**src/design/cfgm_pkg.sv**
```systemverilog
/*
  Constants shared by the two-wire configuration register block: slave addresses,
  non-volatile update timing, register-bus offsets and reset values.
  Assumes a 50 MHz core clock.
*/
package cfgm_pkg;
  localparam int unsigned CLK_HZ = 50_000_000;
  localparam int unsigned NV_UPDATE_MS = 10;
  localparam int unsigned NV_UPDATE_CYCLES = NV_UPDATE_MS * (CLK_HZ / 1000);
  localparam logic [6:0] ADDR_ADDRESS_SELECT_INPUT_HI = 7'h4E;
  localparam logic [6:0] ADDR_ADDRESS_SELECT_INPUT_LO = 7'h37;
  localparam logic [1:0] ROUTE_FIRST = 2'h0;
  localparam logic [1:0] ROUTE_SECOND = 2'h1;
  localparam logic [1:0] ROUTE_IPORT = 2'h2;
  localparam logic [1:0] ROUTE_RST = 2'h2;
  localparam logic [5:0] CODE_RST = 6'h00;
  localparam logic [3:0] OFS_CTRL = 4'h0;
  localparam logic [3:0] OFS_STATUS = 4'h4;
  localparam logic [3:0] OFS_CODES = 4'h8;
  localparam int unsigned CTRL_EN_BIT = 0;
  localparam logic CTRL_EN_RST = 1'b1;
  localparam logic [3:0] BYTE_BITS = 4'h8;
endpackage

```
**src/design/cfgm_i2c_cfg.sv**
```systemverilog
/*
  Two-wire slave holding two non-volatile output-code registers and an input-port
  capture, the output multiplexer, and an Avalon-MM status/control slave.
  Assumes SCL/SDA and all pins except the Avalon-MM ports are asynchronous; the master holds SCL low for at least
  6 core cycles and high for at least 2, as sda moves 5 cycles after the pin falls.
*/
module cfgm_i2c_cfg #(
  parameter int unsigned NV_CYCLES = cfgm_pkg::NV_UPDATE_CYCLES
) (
  input wire logic core_clk_in, // 50 MHz core clock
  input wire logic rst_in, // async reset, active high
  input wire logic scl_in, // serial clock from master
  input wire logic sda_in, // serial data line level
  output logic sda_out, // serial data drive value
  output logic sda_oe_out, // high while pulling sda low
  input wire logic address_select_input_in, // slave address choice
  input wire logic write_protect_in, // high blocks updates
  input wire logic force_zero_input_in, // low forces outputs to zero
  input wire logic path_select_input_in, // high passes input port
  input wire logic [4:0] iport_in, // parallel input port
  output logic [4:0] yport_out, // multiplexed outputs
  output logic unrouted_output_bit_out, // non-multiplexed output
  input wire logic [3:0] avs_address_in, // byte address
  input wire logic avs_read_in, // read strobe
  input wire logic avs_write_in, // write strobe
  input wire logic [31:0] avs_writedata_in, // write data
  input wire logic [3:0] avs_byteenable_in, // byte lanes
  output logic [31:0] avs_readdata_out, // read data
  output logic avs_waitrequest_out // stall
);
  import cfgm_pkg::*;
  localparam int TW = $clog2(NV_CYCLES + 1);
  if (NV_CYCLES < 1) begin : g_bad_cycles
    $error("NV_CYCLES must be at least 1");
  end
  typedef enum logic [2:0] {
    S_IDLE, S_ADDR, S_AACK, S_WDATA, S_WACK, S_RDATA, S_RACK, S_IGNORE
  } cfgm_state_e;
  function automatic logic [4:0] y_of(input logic [5:0] c);
    y_of = {c[5], c[3:0]};
  endfunction
  cfgm_state_e state;
  logic [3:0] bit_cnt;
  logic [7:0] shreg, tx;
  logic [1:0] rd_idx, route_select_bits, route_pend;
  logic [4:0] input_capture_reg, iport_s;
  logic [5:0] output_code_reg_first, output_code_reg_second, nv_pend_code;
  logic [TW-1:0] nv_timer;
  logic rw, sda_drive, cap_pend, nv_pend_sel, nv_busy, nm_latch, slave_en, avs_ack;
  logic scl_s, sda_s, scl_q, sda_q, address_select_input_s, wp_s, fz_s, path_s;
  cfgm_sync3 #(.W(2), .RST_VAL(2'h3)) u_sync_bus (
    .core_clk_in(core_clk_in),
    .rst_in(rst_in),
    .d_in({scl_in, sda_in}),
    .q_out({scl_s, sda_s})
  );
  cfgm_sync3 #(.W(9), .RST_VAL(9'h000)) u_sync_pins (
    .core_clk_in(core_clk_in),
    .rst_in(rst_in),
    .d_in({address_select_input_in, write_protect_in, force_zero_input_in,
           path_select_input_in, iport_in}),
    .q_out({address_select_input_s, wp_s, fz_s, path_s, iport_s})
  );
  // bus events from the filtered lines
  wire logic scl_rise = scl_s & ~scl_q;
  wire logic scl_fall = ~scl_s & scl_q;
  wire logic start_det = scl_s & scl_q & sda_q & ~sda_s;
  wire logic stop_det = scl_s & scl_q & ~sda_q & sda_s;
  wire logic byte_done = bit_cnt == BYTE_BITS;
  wire logic [6:0] my_addr = address_select_input_s ? ADDR_ADDRESS_SELECT_INPUT_HI : ADDR_ADDRESS_SELECT_INPUT_LO;
  wire logic addr_hit = slave_en & (shreg[7:1] == my_addr);
  wire logic write_ok = ~wp_s & ~nv_busy & (shreg[7:6] != 2'h3);
  wire logic write_take = (state == S_WDATA) & scl_fall & byte_done & write_ok;
  wire logic nv_take = write_take & ~shreg[7];
  wire logic cap_take = cap_pend & scl_rise;
  wire logic [1:0] next_idx = (rd_idx == 2'h2) ? 2'h0 : rd_idx + 2'h1;
  wire logic [7:0] first_byte = {2'h0, output_code_reg_first};
  wire logic [7:0] next_byte = (next_idx == 2'h0) ? first_byte :
                               (next_idx == 2'h1) ? {2'h0, output_code_reg_second} :
                               {3'h0, input_capture_reg};
  assign sda_out = 1'b0;
  assign sda_oe_out = sda_drive;
  always_ff @(posedge core_clk_in or posedge rst_in) begin
    if (rst_in) begin
      scl_q <= 1'b1;
      sda_q <= 1'b1;
      cap_pend <= 1'b0;
      input_capture_reg <= 5'h00;
    end else begin
      scl_q <= scl_s;
      sda_q <= sda_s;
      if (start_det) begin
        cap_pend <= 1'b1;
      end else if (cap_take) begin
        cap_pend <= 1'b0;
        input_capture_reg <= iport_s;
      end
    end
  end
  // serial engine; a start in any state restarts it (repeated start)
  always_ff @(posedge core_clk_in or posedge rst_in) begin
    if (rst_in) begin
      state <= S_IDLE;
      bit_cnt <= 4'h0;
      shreg <= 8'h00;
      tx <= 8'h00;
      rd_idx <= 2'h0;
      rw <= 1'b0;
      sda_drive <= 1'b0;
    end else if (start_det) begin
      state <= S_ADDR;
      bit_cnt <= 4'h0;
      sda_drive <= 1'b0;
    end else if (stop_det) begin
      state <= S_IDLE;
      sda_drive <= 1'b0;
    end else if (scl_rise) begin
      unique case (state)
        S_ADDR, S_WDATA: begin
          shreg <= {shreg[6:0], sda_s};
          bit_cnt <= bit_cnt + 4'h1;
        end
        S_RDATA: bit_cnt <= bit_cnt + 4'h1;
        S_RACK: if (sda_s) state <= S_IGNORE;
        S_IDLE, S_AACK, S_WACK, S_IGNORE: ;
      endcase
    end else if (scl_fall) begin
      unique case (state)
        S_ADDR: if (byte_done) begin
          if (addr_hit) begin
            state <= S_AACK;
            sda_drive <= 1'b1;
            rw <= shreg[0];
          end else begin
            state <= S_IGNORE;
          end
        end
        S_AACK: begin
          bit_cnt <= 4'h0;
          rd_idx <= 2'h0;
          if (rw) begin
            tx <= first_byte;
            sda_drive <= ~first_byte[7];
            state <= S_RDATA;
          end else begin
            sda_drive <= 1'b0;
            state <= S_WDATA;
          end
        end
        S_WDATA: if (byte_done) begin
          sda_drive <= write_ok;
          state <= S_WACK;
        end
        S_WACK: begin
          sda_drive <= 1'b0;
          state <= S_IGNORE;
        end
        S_RDATA: begin
          if (byte_done) begin
            sda_drive <= 1'b0;
            state <= S_RACK;
          end else begin
            sda_drive <= ~tx[3'h7 - bit_cnt[2:0]];
          end
        end
        S_RACK: begin
          rd_idx <= next_idx;
          tx <= next_byte;
          bit_cnt <= 4'h0;
          sda_drive <= ~next_byte[7];
          state <= S_RDATA;
        end
        S_IDLE, S_IGNORE: ;
      endcase
    end
  end
  // route bits wait for the stop condition
  always_ff @(posedge core_clk_in or posedge rst_in) begin
    if (rst_in) begin
      route_pend <= ROUTE_RST;
      route_select_bits <= ROUTE_RST;
    end else begin
      if (write_take) route_pend <= shreg[7:6];
      if (stop_det) route_select_bits <= route_pend;
    end
  end
  // non-volatile latch model: code lands only after the update time
  always_ff @(posedge core_clk_in or posedge rst_in) begin
    if (rst_in) begin
      nv_busy <= 1'b0;
      nv_timer <= '0;
      nv_pend_code <= CODE_RST;
      nv_pend_sel <= 1'b0;
      output_code_reg_first <= CODE_RST;
      output_code_reg_second <= CODE_RST;
    end else if (nv_take) begin
      nv_pend_code <= shreg[5:0];
      nv_pend_sel <= shreg[6];
      nv_timer <= TW'(NV_CYCLES - 1);
      nv_busy <= 1'b1;
    end else if (nv_busy) begin
      if (nv_timer == '0) begin
        nv_busy <= 1'b0;
        if (nv_pend_sel) output_code_reg_second <= nv_pend_code;
        else output_code_reg_first <= nv_pend_code;
      end else begin
        nv_timer <= nv_timer - TW'(1);
      end
    end
  end
  // output multiplexer
  wire logic pass_iport = path_s | route_select_bits[1];
  wire logic nm_live = route_select_bits[0] ? output_code_reg_second[4] : output_code_reg_first[4];
  wire logic [4:0] code_y = route_select_bits[0] ? y_of(output_code_reg_second) :
                            y_of(output_code_reg_first);
  wire logic [4:0] next_y = !fz_s ? 5'h00 : pass_iport ? iport_s : code_y;
  wire logic next_nm = fz_s & (pass_iport ? nm_latch : nm_live);
  always_ff @(posedge core_clk_in or posedge rst_in) begin
    if (rst_in) begin
      nm_latch <= 1'b0;
      yport_out <= 5'h00;
      unrouted_output_bit_out <= 1'b0;
    end else begin
      if (!pass_iport) nm_latch <= nm_live;
      yport_out <= next_y;
      unrouted_output_bit_out <= next_nm;
    end
  end
  // register bus: every access answers on the second edge
  wire logic avs_req = avs_read_in | avs_write_in;
  wire logic bus_active = (state != S_IDLE) & (state != S_IGNORE);
  wire logic [31:0] rd_mux =
    (avs_address_in == OFS_CTRL) ? {31'h0, slave_en} :
    (avs_address_in == OFS_STATUS) ? {27'h0, wp_s, bus_active, route_select_bits, nv_busy} :
    (avs_address_in == OFS_CODES) ? {11'h0, input_capture_reg, 2'h0, output_code_reg_second,
                                     2'h0, output_code_reg_first} : 32'h0;
  assign avs_waitrequest_out = avs_req & ~avs_ack;
  always_ff @(posedge core_clk_in or posedge rst_in) begin
    if (rst_in) begin
      avs_ack <= 1'b0;
      avs_readdata_out <= 32'h0000_0000;
      slave_en <= CTRL_EN_RST;
    end else begin
      avs_ack <= avs_req & ~avs_ack;
      if (avs_read_in & ~avs_ack) avs_readdata_out <= rd_mux;
      if (avs_write_in & avs_ack & (avs_address_in == OFS_CTRL) & avs_byteenable_in[0]) begin
        slave_en <= avs_writedata_in[CTRL_EN_BIT];
      end
    end
  end
endmodule // cfgm_i2c_cfg

```
**src/design/cfgm_sync3.sv**
```systemverilog
/*
  Three-flop input synchroniser with agreement filter.
  Assumes inputs asynchronous to core_clk_in; output moves only when stages 2 and 3 agree.
*/
module cfgm_sync3 #(
  parameter int unsigned W = 1,
  parameter logic [W-1:0] RST_VAL = '0
) (
  input wire logic core_clk_in, // core clock
  input wire logic rst_in, // async reset, active high
  input wire logic [W-1:0] d_in, // raw inputs
  output logic [W-1:0] q_out // filtered, synchronised
);
  logic [W-1:0] s1;
  logic [W-1:0] s2;
  logic [W-1:0] s3;
  wire logic [W-1:0] next_q = (s2 & s3) | (q_out & (s2 | s3));

  always_ff @(posedge core_clk_in or posedge rst_in) begin
    if (rst_in) begin
      s1 <= RST_VAL;
      s2 <= RST_VAL;
      s3 <= RST_VAL;
      q_out <= RST_VAL;
    end else begin
      s1 <= d_in;
      s2 <= s1;
      s3 <= s2;
      q_out <= next_q;
    end
  end
endmodule // cfgm_sync3

```
**config.mk**
```make
export PLATFORM = sky130hd
export DESIGN_NAME = cfgm_i2c_cfg
export DESIGN_NICKNAME = d
export VERILOG_FILES = /design/src/design/cfgm_pkg.sv /design/src/design/cfgm_i2c_cfg.sv /design/src/design/cfgm_sync3.sv
export SDC_FILE = /design/constraint.sdc
export NUM_CORES = 1
export LEC_CHECK = 0
export ABC_AREA = 0
export BUFFER_PORTS_ARGS = -buffer_cell sky130_fd_sc_hd__buf_4
export CAP_MARGIN = 40
export CORE_ASPECT_RATIO = 0.9
export CORE_MARGIN = 1
export CORE_UTILIZATION = 54
export CTS_BUF_LIST = sky130_fd_sc_hd__clkbuf_8 sky130_fd_sc_hd__clkbuf_16
export CTS_CLUSTER_SIZE = 24
export DETAILED_ROUTE_END_ITERATION = 12
export PLACE_DENSITY = 0.78
export SYNTH_ARGS = -nofsm -noshare
export SYNTH_HDL_FRONTEND = slang
export SYNTH_SLANG_ARGS = --single-unit
export TNS_END_PERCENT = 30
```
**constraint.sdc**
```tcl
create_clock -name core_clk_in -period 9.5 [get_ports core_clk_in]
set_clock_uncertainty 0.15 [all_clocks]
set_input_delay 1.9 -clock core_clk_in [delete_from_list [all_inputs] [get_ports core_clk_in]]
set_output_delay 1.9 -clock core_clk_in [all_outputs]
set_load 0.02 [all_outputs]
```
# Word-level counts from Yosys, hierarchy flattened
# Cells that the tools add are included.
[totals]
out_inout_bits = 41
inputBits = 55
register_bits = 163
wordCells = 191
[classes]
reduce_logical = 26
magnitude_cmp = 1
n_eq_ne = 27
n_addsub = 4
n_mux = 53
bitwise_logic = 47
[op_table]
columns = ["cell", "count"]
rows = [
  ["2-to-1 mux 21 bit", 3],
  ["2-to-1 mux 19 bit", 3],
  ["2-to-1 mux 3 bit", 11],
  ["2-to-1 mux 4 bit", 6],
  ["AND 1 bit", 22],
  ["zero test 19 bit", 1],
  ["subtractor 19 x 1 -> 19 bit (second input constant)", 1],
  ["AND 9 bit", 2],
  ["OR 9 bit", 2],
  ["case mux 3 bit (6 select lines)", 1],
  ["2-to-1 mux 1 bit", 17],
  ["case mux 8 bit (2 select lines)", 1],
  ["AND reduction 4 bit", 4],
  ["2-to-1 mux 5 bit", 3],
  ["inequality test 5 bit (second input constant)", 3],
  ["NOT 1 bit", 14],
  ["AND reduction 7 bit", 2],
  ["2-to-1 mux 6 bit", 2],
  ["inequality test 4 bit (second input constant)", 3],
  ["AND reduction 6 bit", 2],
  ["nonzero test 3 bit", 4],
  ["== test 3 bit (second input constant)", 3],
  ["== test 4 bit (second input constant)", 2],
  ["2-to-1 mux 8 bit", 1],
  ["other kinds (33)", 45],
]

# Depth between registers and ports, before layout
# Gate-level depths: netlist of the first run.
[logic_depth]
ltp_word = 10
depth_mapped = 9
mapped_depth_nobuf = 7

# By module
# From an unflattened synthesis of the first run, not the netlist that was laid out.
[hier_totals]
hier_cells = 528
area_unflattened_um2 = 6246.0
[modules_own_cells]
columns = ["mod", "area_per_inst_um2", "cells_each", "instances", "seq_area_each_um2"]
rows = [
  ["cfgm_i2c_cfg", 5003.5, 471, 1, 2558.7],
  ["cfgm_sync3 (u_sync_pins)", 1006.0, 46, 1, 900.9],
  ["cfgm_sync3 (u_sync_bus)", 236.5, 11, 1, 210.2],
]

# Least setup slack after synthesis of the first run
# No wires, ideal clock.
[synth_path]
path_kind = "input to output"
from = "input port avs_write_in"
to = "output port avs_waitrequest_out"
setup_slack_ns = 5.220
t_arrival_ns = 2.230
path_stages = 2
required_ns = 7.450
path_buffers = 0
cell_sequence = "nor2_1 nor2_1"
[synth_between]
elab_chain_len = 2
[synth_rtl]
columns = ["item", "line", "source"]
rows = [
  ["start: declaration", "cfgm_i2c_cfg.sv:25", "input wire logic avs_write_in,"],
  ["OR 1 bit", "cfgm_i2c_cfg.sv:230", "wire logic avs_req = avs_read_in | avs_write_in;"],
  ["AND 1 bit", "cfgm_i2c_cfg.sv:237", "assign avs_waitrequest_out = avs_req & ~avs_ack;"],
  ["end: declaration", "cfgm_i2c_cfg.sv:29", "output logic avs_waitrequest_out"],
]
# Every way passes these cells.

# Worst setup path in the final report of the first run
# Same ends and word-level chain as after synthesis.

==> results.ini, run 1 <==
[routing]
wl_um=12200
drt-pass1-iter-count=5
drc=0
drtAntennaViolNets=0
viasPerCell=5.60
vias=4113
wl_per_cell_um=16.7
drtIter0Drc=310

[clocking]
clk_latency_ns=0.41
cts_tree=done
ctsLongestPathBuffers=2
cts_sinks=146
path_clk_slew_ns=0.05
cts_buffers=17
ctsHoldBuffers=0
h-tree-depth=4
cts_setup_buffers=0
root_buffer=clkbuf_16
ctsResizeCount=0

[global_route]
grt-ovfl-total=0
track_usage_pct=22.2
grt_max_degree=56
use_met1_pct=29.4
top_usage_layer=met2
grt_util_met3_pct=6.21
grt_pass1_vias=4121
antenna_found_initial=0
met2_usage_pct=34.1
grt_pass1_wl_um=20300

[timing]
relSlewSlack_pct=48.4
worst_pin_slew_ns=0.771
rsz0062_at_grt=false
tns_ns=0
maxSlewViolCount=0
period_share_pct=46.0
setup-violations-final=0
finalCriticalPeriod_ns=4.37
clock.fmax_mhz=229
final-hold-violation-count=0

[yosys]
synth_edf_count=0
ys_dominant_reg_cell=dfrtp_1
synth_seq_cells=146
synth_area_mm2=0.00635
syn_area_per_cell_um2=12.3
ys_seq_area_share_pct=57.8
synth_cells=515
post_synth_num_cell_types=68
synth_warnings=0
async_flop_share_pct=100

[layout]
final_common_cell=dfrtp_1
layout_common_cells=dfrtp_1 (133), buf_4 (46), mux2_2 (37)
drive_gt1_share_pct=24.7
diodes=0
area_growth_pct=15.5
multi_input_area_mm2=0.00246
top_register=nv_timer
fillers=882
seq_area_mm2=0.00367
largest_reg_flops=19
reg_top3=nv_timer: 19 flops, avs_readdata_out: 17 flops
nets=626

[setup_path]
reg2reg_depth=5
crit_required_ns=7.45
path_max_fanout=2
crit_type=input port to primary output
critical_path.startpoint_type=input port
critPathArrivalTime_ns=2.32
cp-end-kind=primary output
ff2ff_setup_slack_ns=6.93

[power]
p_leak_nw=3.49
power.density_mw_per_mm2=225
ir_drop_mv=0.130
power.total_mw=1.65

[worst_hold_path]
min_path_type=flop to flop
hold_depth=0

[die]
io_pins=96
core-area_mm2=0.0114
start_util_pct=55.5
fp.dieW_um=116
dieHeight_um=105
rows=37
die_area_mm2=0.0122

[placement]
dp_hpwl_um=8370
port_buffers=45
place_congestion=0.857

[outcome]
outcome=finished clean

[flow_run]
cap_viol_max_count=0

[cell type report]
| cell class | count | share of cell area, % |
|---|---|---|
| Sequential cell | 146 | 50.0 |
| Multi-Input combinational cell | 337 | 33.5 |
| Clock buffer | 19 | 6.17 |
| Timing Repair Buffer | 48 | 5.29 |
| Tap cell | 156 | 2.66 |
| Clock inverter | 13 | 1.48 |
| Inverter | 15 | 0.836 |
[worst max-delay path, stage by stage]
cell and delay (ns):
buf_4 0.11, nor2_1 0.09, nor2_1 0.06, buf_4 0.15
[stage by stage]
step | setup slack, ns | cell area, um2 | hold WS, ns | utilization (%) | std cells
floorplan | 3.55 | 6410 | 0.181 | - | 530
global placement | 5.13 | 6730 | 0.183 | 58.9 | 700
detailed placement | 5.13 | 6770 | 0.185 | 59.2 | 702
CTS | 5.13 | 7340 | 0.196 | 64.2 | 734
global route | 5.12 | 7340 | 0.205 | 64.2 | 734
finish | 5.13 | 7340 | 0.194 | 64.2 | 734
[Yosys cell counts, types with 5 or more instances]
cell        n  area share [%]
mux2_1      5            0.89
nand2b_1    7            0.69
maj3_1     11             1.7
and2_1      5            0.49
a22o_1     12             1.7
inv_1      15            0.89
ha_1        6             1.2
buf_4      17             2.0
buf_2       8            0.63
o211a_1     5            0.79
mux2_2     37             6.6
nor2b_1     7            0.69
mux2i_1    17             2.7
nor2_1     34             2.0
o21ai_0    17             1.3
nand4_1     5            0.49
a21oi_1    10            0.79
xor2_1      6            0.83
a22oi_1     5            0.59
dfstp_2    13             5.4
dfrtp_1   133              52
nand2_1    36             2.1
nor3_1      9            0.71
nand3_1    18             1.4
[final timing paths]
path,start,to
max in group asynchronous,rst_in,slave_en
hold reg to reg,u_sync_pins.s1[5],u_sync_pins.s2[5]
hold / removal,u_sync_pins.s1[5],u_sync_pins.s2[5]
min in group asynchronous,rst_in,shreg[0]
setup / recovery,avs_write_in,avs_waitrequest_out
setup reg to reg,u_sync_bus.q_out[1],shreg[6]
[cell families after synthesis]
family | after synthesis | synth area share, %
AO/OA/AOI/OAI | 82 | 9.79
XOR/XNOR | 8 | 1.22
adder cells (fa/ha/maj) | 17 | 2.92
buffers and inverters | 47 | 4.35
flip-flops | 146 | 57.8
multiplexers | 62 | 11.0
other | 1 | 0.0591
AND/OR/NAND/NOR | 152 | 12.9
[power by group]
part           internal [mW]  leakage (nW)  switching (mW)
Combinational          0.120          1.31           0.145
Sequential             0.687          1.88          0.0715
Clock                  0.392         0.301           0.234
[metal layers]
| layer | vias up | wire length, um |
|---|---|---|
| li1 | 1921 | - |
| met1 | 2046 | 5520 |
| met2 | 125 | 5850 |
| met3 | 21 | 587 |
| met4 | 0 | 267 |
| met5 | - | 0 |
Note: power is estimated with default switching activity, not from simulation.
==> inputs of run 2 (changes only) <==
CORE_UTILIZATION = 51   (was 54)
clock period = 3.5 ns   (was 9.5 ns; I/O delays follow)
==> results.ini, run 2 (synthesized netlist as in run 1, its figures left out) <==
[clocking]
root_buffer=clkbuf_16
h-tree-depth=4  ; unchanged
cts_sinks=146  ; unchanged
cts_tree=done
ctsResizeCount=0  ; unchanged
ctsLongestPathBuffers=2  ; unchanged
clk_latency_ns=0.41  ; about the same
cts_buffers=17  ; unchanged
ctsHoldBuffers=0  ; unchanged
path_clk_slew_ns=0.06  ; about the same
cts_setup_buffers=0  ; unchanged

[timing]
whs_ns=0.192  ; -0.00172 ns
period_share_pct=73.4
relSlewSlack_pct=37.4  ; -11 points
setup-violations-final=0  ; unchanged
maxSlewViolCount=0  ; unchanged
clock.fmax_mhz=390
rsz0062_at_grt=false
finalCriticalPeriod_ns=2.57
fin_ws_ns=0.933  ; -4.20 ns
tns_ns=0  ; unchanged
worst_pin_slew_ns=0.939  ; +0.167 ns
final-hold-violation-count=0  ; unchanged

[global_route]
grt-ovfl-total=0  ; unchanged
antenna_found_initial=0  ; unchanged
track_usage_pct=20.8  ; -1.4 points
grt_pass1_wl_um=20600  ; +1.2%
grt_pass1_vias=4088  ; -0.80%
grt_max_degree=147  ; +160%

[layout]
area_growth_pct=15.6  ; about the same
fin_cells=736  ; +0.27%
reg_top3=nv_timer: 19 flops, avs_readdata_out: 17 flops
diodes=0  ; unchanged
drive_gt1_share_pct=25.7  ; +0.95 points
stdcell_area_mm2=0.00734  ; about the same
fillers=945  ; +7.1%
final_util_pct=60.8  ; -3.4 points
layout_common_cells=dfrtp_1 (133), buf_4 (45), mux2_2 (37)
largest_reg_flops=19  ; unchanged
final_common_cell=dfrtp_1
top_register=nv_timer
nets=624  ; -0.32%

[die]
io_pins=96  ; unchanged
fp.dieW_um=120  ; +2.9%
dieHeight_um=108  ; +2.8%
core-area_mm2=0.0121  ; +5.6%
start_util_pct=52.6  ; -3.0 points
die_area_mm2=0.0129  ; +5.8%
rows=38  ; +2.7%

[routing]
wl_um=12300  ; +0.24%
vias=4132  ; +0.46%
drtAntennaViolNets=0  ; unchanged
viasPerCell=5.61  ; +0.19%
drc=0  ; unchanged
drtIter0Drc=307  ; -0.97%
wl_per_cell_um=16.7  ; about the same
drt-pass1-iter-count=5  ; unchanged

[setup_path]
crit_required_ns=3.65  ; -3.80 ns
cpPeakStageDelay_ns=0.57  ; +0.42 ns
timing.rr.start=u_sync_bus.q_out[1]
ff2ff_setup_slack_ns=0.93  ; -6.00 ns
path_max_fanout=13  ; +11
worstPathCellList=ha_1 > inv_1 > nor2_1 > nand3_1 > mux2_2
r2r-end=shreg[3]
critPathTopFamily=simple AND/OR/NAND/NOR gates
crit_type=flop to flop
critical_path.startpoint_type=flop
slowest_stage=dfstp_2
reg2reg_depth=5  ; unchanged
cp_num_buf_inv=1  ; -1
critPathArrivalTime_ns=2.71  ; +0.39 ns
cp-end-kind=flop

[power]
p_leak_nw=3.45  ; -1.3%
power.density_mw_per_mm2=619  ; +180%
ir_drop_mv=0.414  ; +220%
power.total_mw=4.54  ; +180%

[placement]
place_congestion=0.877  ; +2.3%
place_area_mm2=0.00675  ; -0.39%
dp_hpwl_um=8250  ; -1.5%
pre_cts_ws_ns=0.774  ; -4.36 ns
port_buffers=45  ; unchanged
dp.cells=704  ; +0.28%

[worst_hold_path]
min_path_type=flop to flop
min_from=u_sync_pins.s1[2]
hold_depth=0  ; unchanged
min_to=u_sync_pins.s2[2]

[flow_run]
cap_viol_max_count=0  ; unchanged

[outcome]
outcome=finished clean

==> run 2: report_power, final <==
part / internal [mW] / switching, mW
Combinational: 0.323 / 0.396
Sequential: 1.87 / 0.195
Clock: 1.08 / 0.687
==> run 2: layer usage <==
metal	global-route usage, %	routed length [um]	vias up	part of all wire [%]
li1	-	-	1914	-
met1	27.6	5610	2073	46
met2	32.7	5830	125	48
met3	5.30	601	20	4.9
met4	8.04	225	0	1.8
met5	0	0	-	0
==> run 2: how the worst max path moves through the flow <==
stage	from	end	slack [ns]	cells after the start
finish	u_sync_bus.q_out[1]	shreg[3]	0.93	5
global route	bit_cnt[0]	nv_pend_sel	0.75	6
CTS	bit_cnt[0]	nv_pend_code[1]	0.97	6
detailed placement	avs_read_in	avs_readdata_out[8]	0.77	5
global placement	avs_read_in	avs_readdata_out[11]	0.85	5
floorplan	rst_in	avs_ack	0.83	1
==> run 2: final cells by class <==
type	instances	area [um2]	area share, %
inverter	15	60.1	0.818
clock inverter	10	98.8	1.35
multi-input combinational	337	2460	33.5
sequential	146	3670	50.0
timing repair buffer	46	358	4.87
clock buffer	22	494	6.73
tap	160	200	2.73
==> inputs of run 3 (changes only) <==
clock period = 2.3 ns   (was 3.5 ns; I/O delays follow)
==> results.ini, run 3 (synthesized netlist as in run 1, its figures left out) <==
[power]
pwr-share-seq_pct=42.5  ; -2.9 points
p_int_mw=5.20  ; +59%
pwr-share-clk_pct=39.0  ; +0.2 points
p_leak_nw=3.67  ; +6.5%
ir_drop_mv=0.481  ; +16%
power.share.switching_pct=27.4  ; -0.72 points
power.switching_mw=1.96  ; +54%
power.density_mw_per_mm2=926  ; +50%
pwr-share-comb_pct=18.5  ; +2.7 points

[placement]
pre_cts_ws_ns=0.0494  ; -0.725 ns
dp.cells=731  ; +3.8%
port_buffers=45  ; unchanged
dp_hpwl_um=8820  ; +6.9%
place_congestion=0.836  ; -4.6%
place_area_mm2=0.00695  ; +3.0%

[clocking]
cts_sinks=146  ; unchanged
cts_buffers=17  ; unchanged
clk_latency_ns=0.41  ; about the same
ctsLongestPathBuffers=2  ; unchanged
cts_tree=done
h-tree-depth=4  ; unchanged
root_buffer=clkbuf_16
path_clk_slew_ns=0.06  ; about the same

[setup_path]
reg2reg_depth=7  ; +2
critical_path.startpoint_type=flop
path_max_fanout=6  ; -7
crit_type=flop to flop
critPathArrivalTime_ns=2.36  ; -0.35 ns
cpPeakStageDelay_ns=0.39  ; -0.18 ns
cp_num_buf_inv=1  ; unchanged
cp-end-kind=flop
critPathTopFamily=simple AND/OR/NAND/NOR gates
crit_required_ns=2.44  ; -1.21 ns
slowest_stage=dfrtp_1
path_depth=7  ; +2
critical_path.most_common_cell=nor2_2
worstPathCellList=inv_1 > ha_1 > nand4bb_1 > nor2_2 > nand3_1 > nor2_2 > mux2_2

[timing]
final-hold-violation-count=0  ; unchanged
setup-violations-final=0  ; unchanged
clock.fmax_mhz=451  ; +16%
period_share_pct=96.3  ; +23 points
finalCriticalPeriod_ns=2.22  ; -0.351 ns
relSlewSlack_pct=61.0  ; +24 points
rsz0062_at_grt=true
fin_ws_ns=0.0841  ; -0.849 ns
worst_pin_slew_ns=0.582  ; -0.356 ns
maxSlewViolCount=0  ; unchanged

[routing]
wl_per_cell_um=16.3  ; -2.0%
vias=4303  ; +4.1%
viasPerCell=5.52  ; -1.6%
drc=0  ; unchanged
drtIter0Drc=284  ; -7.5%
drtAntennaViolNets=0  ; unchanged
wl_um=12700  ; +3.7%
drt-pass1-iter-count=4  ; -1

[die]
rows=38  ; unchanged
start_util_pct=52.6  ; unchanged
die_area_mm2=0.0129  ; unchanged
dieHeight_um=108  ; unchanged
core-area_mm2=0.0121  ; unchanged
io_pins=96  ; unchanged
fp.dieW_um=120  ; unchanged

[layout]
drive_gt1_share_pct=29.9  ; +4.2 points
reg_top3=nv_timer: 19 flops, avs_readdata_out: 17 flops
seq_area_mm2=0.00367  ; unchanged
diodes=0  ; unchanged
stdcell_area_mm2=0.00773  ; +5.3%
top_register=nv_timer
multi_input_area_mm2=0.00248  ; +0.86%
final_util_pct=64.0  ; +3.2 points
final_common_cell=dfrtp_1
area_growth_pct=21.8
layout_common_cells=dfrtp_1 (133), buf_4 (76), mux2_2 (37)
fillers=944  ; -0.11%
fin_cells=779  ; +5.8%
largest_reg_flops=19  ; unchanged
nets=667  ; +6.9%

[global_route]
grt_max_degree=111  ; -24%
antenna_found_initial=0  ; unchanged
grt_pass1_vias=4241  ; +3.7%
grt-ovfl-total=0  ; unchanged
grt_pass1_wl_um=21200  ; +3.2%
track_usage_pct=21.6  ; +0.82 points

[flow_run]
cap_viol_max_count=0  ; unchanged

[worst_hold_path]
hold_depth=2  ; +2
min_path_type=input port to flop

[outcome]
outcome=finished clean

run 3: power by group through the flow:
| stage | sequential (mW) | combinational, mW | clock [mW] |
|---|---|---|---|
| after floorplan | 3.06 | 0.912 | 0 |
| after global placement | 3.07 | 1.24 | 0 |
| after detailed placement | 3.09 | 1.27 | 0 |
| after CTS | 3.05 | 1.31 | 2.86 |
| after global routing | 3.08 | 1.46 | 2.98 |
| final | 3.05 | 1.32 | 2.79 |
run 3: path summary, 6_finish.rpt:
check | endpoint | slack, ns | start
worst max-delay path | output_code_reg_first[0] | 0.08 | nv_timer[0]
worst min-delay path | slave_en | 0.15 | avs_writedata_in[0]
worst max register to register | output_code_reg_first[0] | 0.08 | nv_timer[0]
worst min register to register | u_sync_pins.s2[7] | 0.20 | u_sync_pins.s1[7]
max in group asynchronous | slave_en | 0.92 | rst_in
min in group asynchronous | u_sync_pins.s1[5] | 0.33 | rst_in
run 3: routing by layer:
layer | GRT usage, % | wire length, um | vias to the layer above
met5 | 0 | 0 | -
met4 | 7.68 | 223 | 0
met3 | 5.51 | 539 | 19
met2 | 34.4 | 6170 | 110
met1 | 28.7 | 5780 | 2172
li1 | - | - | 2002
run 3: area by class of cell:
class | instances | area share (%)
Sequential cell | 146 | 47.5
Clock buffer | 19 | 5.86
Clock inverter | 13 | 2.02
Tap cell | 160 | 2.59
Inverter | 15 | 0.777
Timing Repair Buffer | 89 | 9.19
Multi-Input combinational cell | 337 | 32.1
run 3: repair_timing:
action                     CTS  global route
hold buffers                11             1
hold endpoints to repair    11             1
buffers inserted             1             3
pin swaps                    2             3
setup endpoints to repair    2            20
gates resized for setup      1             9
run 3: stage by stage:
stage	TNS, ns	hold WS (ns)	power (mW)
floorplan	-17.61	0.181	3.97
global placement	0	0.183	4.32
detailed placement	0	0.187	4.36
CTS	0	0.000835	7.22
global route	-0.0152	0.131	7.51
finish	0	0.145	7.16
